## config.mk

```make
export PLATFORM = sky130hd
export DESIGN_NAME = nsx_exec
export DESIGN_NICKNAME = d
export VERILOG_FILES = /design/src/nsx_pkg.sv /design/src/nsx_dec_if.sv /design/src/nsx_decode.sv /design/src/nsx_exec.sv
export VERILOG_INCLUDE_DIRS = /design/src
export SDC_FILE = /design/constraint.sdc
export NUM_CORES = 1
export LEC_CHECK = 0
export CORE_MARGIN = 5
export CORE_UTILIZATION = 60
export DETAILED_ROUTE_END_ITERATION = 16
export DONT_BUFFER_PORTS = 1
export GPL_TIMING_DRIVEN = 0
export PLACE_DENSITY = 0.8
export SETUP_SLACK_MARGIN = 0.15
export SYNTH_ARGS = -nofsm -noshare
export SYNTH_HDL_FRONTEND = slang
export SYNTH_SLANG_ARGS = --single-unit
```

## constraint.sdc

```tcl
create_clock -name clk -period 5.1 [get_ports clk]
set_input_delay 0.255 -clock clk [delete_from_list [all_inputs] [get_ports clk]]
set_output_delay 0.255 -clock clk [all_outputs]
set_load 0.01 [all_outputs]
```

## src/nsx_map.svh

```systemverilog
// Encodings, field positions and reset values of the swap/xor/direction unit.
`ifndef NSX_MAP_SVH
`define NSX_MAP_SVH

// Instruction word layout.
`define NSX_IW_WIDTH 14
`define NSX_OPC_HI 13
`define NSX_OPC_LO 8
`define NSX_DEST_BIT 7
`define NSX_FADDR_HI 6
`define NSX_LIT_HI 7
`define NSX_DIROPC_LO 3
`define NSX_DIRSEL_HI 2

// Opcode values.
`define NSX_OPC_SWAP 6'h0E
`define NSX_OPC_XORL 6'h3A
`define NSX_OPC_DIRLD 11'h00C

// Direction register selection by the direction load instruction.
`define NSX_DIR_FIRST 3'h5
`define NSX_DIR_LAST 3'h7
`define NSX_DIR_COUNT 3

// Direct file address of the first direction register, and reset value.
`define NSX_DIR_BASE 8'h85
`define NSX_DIR_RESET 8'hFF

// Accumulator and zero flag reset values, and the zero byte.
`define NSX_ACC_RESET 8'h00
`define NSX_ZERO_RESET 1'b0
`define NSX_BYTE_ZERO 8'h00

`endif

```

## src/nsx_pkg.sv

```systemverilog
// Types shared by the swap/xor/direction unit.
`default_nettype none
package nsx_pkg;

  // Decoded operation of the current instruction word.
  typedef enum logic [1:0] {
    nsx_op_none  = 2'b00,
    nsx_op_swap  = 2'b01,
    nsx_op_xorl  = 2'b10,
    nsx_op_dirld = 2'b11
  } nsx_op_type;

endpackage
`default_nettype wire

```

## src/nsx_dec_if.sv

```systemverilog
// Interface carrying the instruction word to the decoder and its fields back.
`timescale 1ns/1ps
`default_nettype none
interface nsx_dec_if;
  import nsx_pkg::*;

  logic [13:0] instr_word;
  logic instr_valid;
  nsx_op_type op;
  logic dest_file;
  logic [6:0] file_addr;
  logic [7:0] literal;
  logic [1:0] dir_index;

  // The decoder sees the word and returns the fields.
  modport dec (
    input instr_word, instr_valid,
    output op, dest_file, file_addr, literal, dir_index
  );

  // The execute unit supplies the word and uses the fields.
  modport exec (
    output instr_word, instr_valid,
    input op, dest_file, file_addr, literal, dir_index
  );
endinterface
`default_nettype wire

```

## src/nsx_decode.sv

```systemverilog
// Combinational decoder for the swap, xor literal and direction load words.
`timescale 1ns/1ps
`default_nettype none
`include "nsx_map.svh"
module nsx_decode (
  nsx_dec_if.dec dif
);
  import nsx_pkg::*;

  logic [2:0] dir_sel;

  // Field extraction is the same for every operation.
  assign dif.dest_file = dif.instr_word[`NSX_DEST_BIT];
  assign dif.file_addr = dif.instr_word[`NSX_FADDR_HI:0];
  assign dif.literal = dif.instr_word[`NSX_LIT_HI:0];
  assign dir_sel = dif.instr_word[`NSX_DIRSEL_HI:0];

  // Direction index counts from the first direction register.
  assign dif.dir_index = 2'(dir_sel - `NSX_DIR_FIRST);

  // Opcode match; a direction load outside its select range is no operation.
  always_comb begin
    dif.op = nsx_op_none;
    if (dif.instr_valid) begin
      if (dif.instr_word[`NSX_OPC_HI:`NSX_OPC_LO] == `NSX_OPC_SWAP) begin
        dif.op = nsx_op_swap;
      end else if (dif.instr_word[`NSX_OPC_HI:`NSX_OPC_LO] == `NSX_OPC_XORL)
      begin
        dif.op = nsx_op_xorl;
      end else if (dif.instr_word[`NSX_OPC_HI:`NSX_DIROPC_LO] ==
                   `NSX_OPC_DIRLD && dir_sel >= `NSX_DIR_FIRST &&
                   dir_sel <= `NSX_DIR_LAST) begin
        dif.op = nsx_op_dirld;
      end
    end
  end
endmodule // nsx_decode
`default_nettype wire

```

## src/nsx_exec.sv

```systemverilog
// Execute unit for nibble swap, xor literal and direction load instructions.
`timescale 1ns/1ps
`default_nettype none
`include "nsx_map.svh"
// Behaviour
// - Nibble swap exchanges the byte's nibbles; flags unchanged.
// - Swap result goes to accumulator if dest is 0, else to file.
// - Xor literal stores accumulator xor literal; updates zero flag.
// - Direction load copies accumulator to register 5 to 7; flags kept.
// - Direction registers are also read and written by file address.
module nsx_exec (
  input wire logic clk,
  input wire logic rst_n,
  input wire logic instr_valid,
  input wire logic [13:0] instr_word,
  input wire logic [7:0] file_rd_data,
  output logic [6:0] file_addr,
  output logic file_wr_en,
  output logic [7:0] file_wr_data,
  input wire logic [7:0] dir_acc_addr,
  input wire logic dir_acc_wr,
  input wire logic [7:0] dir_acc_wdata,
  output logic [7:0] dir_acc_rdata,
  output logic dir_acc_hit,
  output logic [7:0] acc_value,
  output logic zero_flag,
  output logic [23:0] dir_value,
  output nsx_pkg::nsx_op_type exec_op
);
  import nsx_pkg::*;

  nsx_dec_if dif ();

  logic [7:0] acc_reg;
  logic [7:0] acc_next;
  logic zero_reg;
  logic zero_next;
  logic [7:0] swapped;
  logic [7:0] xor_result;
  logic [7:0] dir_reg [0:2];
  logic [1:0] direct_idx;
  logic direct_hit;

  // The instruction word feeds the decoder through the carrier.
  assign dif.instr_word = instr_word;
  assign dif.instr_valid = instr_valid;

  nsx_decode u_decode (
    .dif(dif)
  );

  assign exec_op = dif.op;

  // Swap the two nibbles of the addressed byte.
  assign swapped = {file_rd_data[3:0], file_rd_data[7:4]};

  // Exclusive OR of accumulator and literal.
  assign xor_result = acc_reg ^ dif.literal;

  // The datapath sees the address at once and writes back in the same cycle.
  assign file_addr = dif.file_addr;
  assign file_wr_en = (dif.op == nsx_op_swap) && dif.dest_file;
  assign file_wr_data = swapped;

  // Next accumulator value for each operation.
  always_comb begin
    acc_next = acc_reg;
    unique case (dif.op)
      nsx_op_swap: begin
        if (!dif.dest_file) begin
          acc_next = swapped;
        end
      end
      nsx_op_xorl: begin
        acc_next = xor_result;
      end
      nsx_op_dirld: begin
        acc_next = acc_reg;
      end
      nsx_op_none: begin
        acc_next = acc_reg;
      end
    endcase
  end

  // Only the xor literal touches the zero flag; others hold it.
  always_comb begin
    zero_next = zero_reg;
    if (dif.op == nsx_op_xorl) begin
      zero_next = (xor_result == `NSX_BYTE_ZERO);
    end
  end

  // Accumulator register, updated in the instruction's own cycle.
  always_ff @(posedge clk) begin
    if (!rst_n) begin
      acc_reg <= `NSX_ACC_RESET;
    end else begin
      acc_reg <= acc_next;
    end
  end

  // Zero flag register.
  always_ff @(posedge clk) begin
    if (!rst_n) begin
      zero_reg <= `NSX_ZERO_RESET;
    end else begin
      zero_reg <= zero_next;
    end
  end

  assign acc_value = acc_reg;
  assign zero_flag = zero_reg;

  // Direct file access decode for the direction registers.
  always_comb begin
    direct_hit = 1'b0;
    direct_idx = 2'h0;
    for (int i = 0; i < `NSX_DIR_COUNT; i++) begin
      if (dir_acc_addr == 8'(`NSX_DIR_BASE + i)) begin
        direct_hit = 1'b1;
        direct_idx = 2'(i);
      end
    end
  end

  assign dir_acc_hit = direct_hit;
  assign dir_acc_rdata = direct_hit ? dir_reg[direct_idx] : `NSX_BYTE_ZERO;

  // One direction register per port; the instruction wins over a direct write.
  for (genvar g = 0; g < `NSX_DIR_COUNT; g++) begin : g_dir
    always_ff @(posedge clk) begin
      if (!rst_n) begin
        dir_reg[g] <= `NSX_DIR_RESET;
      end else if (dif.op == nsx_op_dirld && dif.dir_index == 2'(g)) begin
        dir_reg[g] <= acc_reg;
      end else if (dir_acc_wr && direct_hit && direct_idx == 2'(g)) begin
        dir_reg[g] <= dir_acc_wdata;
      end
    end
    assign dir_value[g*8 +: 8] = dir_reg[g];
  end
endmodule // nsx_exec
`default_nettype wire

```

==> summary.md <==
| Metric | Value |
|---|---|
| Die Ht | `between 70 and 80 um` |
| P&R area growth vs syn | `8.85%` |
| Top fanout value on the critical path | `9` |
| Peak supply drop | `0.000114 V` |
| Endpoints failing setup | `0` |
| CP Capture Type | `flip-flop` |
| Initial Util | `0.608` |
| Startpoint Class | `input pin` |
| Vias in the first global route | `approximately 1900` |
| Slew @ Worst Pin | `861 ps` |
| Total negative slack | `0 ps` |
| Worst EP required | `a little over 5000 ps` |
| Post-CTS Setup Bufs | `0` |
| Core box area | `between 0.003 and 0.004 mm2` |
| Final nets | `260` |
| Most frequent cells in the layout | `24 x edfxtp_1, 19 x o32a_1, 15 x buf_4, 11 x o21ai_0, 10 x nor2b_1` |
| Synthesized area per cell | `10.5 um2` |
| Slowest cell on crit path | `o21ai_1` |
| Final Hold Fails | `0` |
| Power Density | `275 mW/mm2` |
| Most common cell after layout, fill and taps aside | `edfxtp_1` |
| PortBufs | `0` |
| Crit-path max cell delay | `~500 ps` |
| Hpwl dp | `approximately 4.4 mm` |
| Seq/Total Area, Yosys | `0.411` |
| Synth top area share | `0.329` |
| Leakage power | `0.869 nW` |
| Slew Viols, Final | `0` |
| CTS tree | `yes` |
| Drt total wl | `a little under 6 mm` |
| CTS max path bufs | `2` |
| IO Count | `102` |
| Clock transition at path regs | `70 ps` |
| Vias | `1820` |
| Crit Path Class | `in2reg` |
| EDFF count, synth | `24` |
| Worst Hold Class | `in2reg` |
| GP Congestion | `approximately 0.86` |
| Fraction of layout cells with a size suffix above 1 | `0.181` |
| Post-cts sizing count | `0` |
| Warnings, synthesis | `0` |
| Hold-fix buffer count after cts | `0` |
| Synth async-reset ratio | `0` |
| CTS buffer count | `5` |
| Pint | `about 0.00051 W` |
| Crit path cell chain | `clkbuf_1 > nor3_1 > and4b_1 > o211a_1 > ha_1 > nand2_1 > o21ai_1 > or2b_1` |
| Maximum capacitance violations | `0` |
| Final worst slack | `2590 ps` |
| Post-Syn Instances | `between 200 and 250` |
| Remaining antenna violation count after routing | `0` |
| Final hold slack | `160 ps` |
| Global Route Usage Sum | `0.241` |
| Combinational Power Share | `0.076` |
| Synth cell types | `43` |
| CTS sink cnt | `33` |
| Rel. slew slack | `0.424` |
| Post-route clock period utilization | `0.492` |
| Clk pwr share | `0.449` |
| Sw frac | `0.217` |
| Max reg flops | `24` |
| Final min period | `~2500 ps` |
| Top cells by area, synth | `edfxtp_1 33%, o32a_1 8.7%, dfxtp_1 8.2%, buf_4 5.1%, mux2i_1 3.7%` |
| Yosys top cell by area | `edfxtp_1` |
| WL/cell | `22.5 um` |
| Worst slack, placed | `2350 ps` |
| Synthesized Nets | `253` |
| Die width | `70.4 um` |
| H-tree depth | `2` |
| Yosys reg bits | `33` |
| Worst skew pair latency | `290 ps` |
| First-pass GRT wire length | `9.31 mm` |
| Total grt overflow | `0` |
| Ant diodes | `0` |
| Iter 0 DRT Violations | `159` |
| Unrepaired setup endpoints after global routing | `false` |
| Row cnt | `22` |
| Sequential power share | `0.475` |
| Net switching power | `0.000142 W` |
| Floorplan die area | `0.00496 mm2` |
| Final Util | `0.661` |
| Outcome | `complete, no violations` |
| Post-synth top flop | `edfxtp_1` |
| DR DRC count | `0` |
| Worst endpoint data arrival time | `2460 ps` |
| DR vias/cell | `6.89` |
| Fmax | `399 MHz` |
| Root Driver | `clkbuf_8` |
| Largest net degree at the start of global routing | `12` |
| TritonRoute pass-1 iters | `5` |
| Clock skew | `between 4 and 5 ps` |
| Post-Syn Area | `0.00219 mm2` |
| Initial antenna violation count | `0` |
## worst paths after layout
path            startpoint       endpoint  slack, ps  depth (start not counted)
max          instr_word[7]  dir_reg[1][0]       2590                          8
min          instr_word[4]   acc_value[4]        160                          2
max reg2reg   acc_value[5]      zero_flag       4000                          3
min reg2reg      zero_flag      zero_flag        550                          2
## Yosys cell counts, types with 2 or more instances
library cell,count
or3_1,2
a21oi_1,6
mux2i_1,8
and4b_1,2
inv_1,5
nand2_1,6
a32oi_1,3
o211ai_1,3
o21ai_0,11
edfxtp_1,24
nand4b_1,3
nand3_1,4
a31oi_1,3
buf_2,5
and3b_1,6
buf_1,3
nand3b_1,2
dfxtp_1,9
nor2b_1,10
xnor2_1,8
nand4b_2,2
o32a_1,19
clkbuf_1,3
a211oi_1,9
buf_4,15
o32a_2,5
nor2_1,9
nand4_1,4
ha_1,3
nor3_1,3
## critical path: cells and delay by family
kind	cells	cell delay [ps]
fa+ha+maj	1	250
simple gates	4	980
compound gates	2	780
buf+inv	1	180
## cell type report
cell class / count / area, um2
clock inverters: 3 / 65.1
multi-input cells: 143 / 1110
inverters: 6 / 22.5
fillers: 290 / 1220
clock buffers: 5 / 68.8
well taps: 48 / 60.1
flip-flops and latches: 33 / 901
plain buffers: 26 / 160
## stage by stage
step | std cells | instance area (um2) | power, W
2_1_floorplan | 208 | 2190 | 0.000356
3_3_place_gp | 256 | 2250 | 0.000365
3_5_place_dp | 256 | 2250 | 0.000367
4_1_cts | 264 | 2380 | 0.000660
5_1_grt | 264 | 2380 | 0.000682
6_report | 264 | 2380 | 0.000656
## power by group through the flow
stage	combinational, W	clock (W)	sequential [W]
finish	0.0000500	0.000295	0.000311
global route	0.0000541	0.000315	0.000313
CTS	0.0000501	0.000299	0.000312
detailed placement	0.0000496	0	0.000318
global placement	0.0000481	0	0.000317
floorplan	0.0000417	0	0.000314
## cell families (layout without fill, tap and decap cells)
group           after synthesis  after routing  synth area share
compound gates               65             65             0.237
xor+xnor                      8              8            0.0320
mux                           8              8            0.0366
fa+ha+maj                     3              3            0.0171
flops                        33             33             0.411
buf+inv                      32             40            0.0834
simple gates                 59             59             0.183
## per-layer routing
metal | vias to the layer above | global-route usage | routed length (um)
met3 | 19 | 0.0906 | 647
met4 | 0 | 0.0936 | 141
met5 | - | 0 | 0
li1 | 831 | - | -
met1 | 844 | 0.247 | 2040
met2 | 126 | 0.437 | 3100
(Power assumes the default switching activity.)
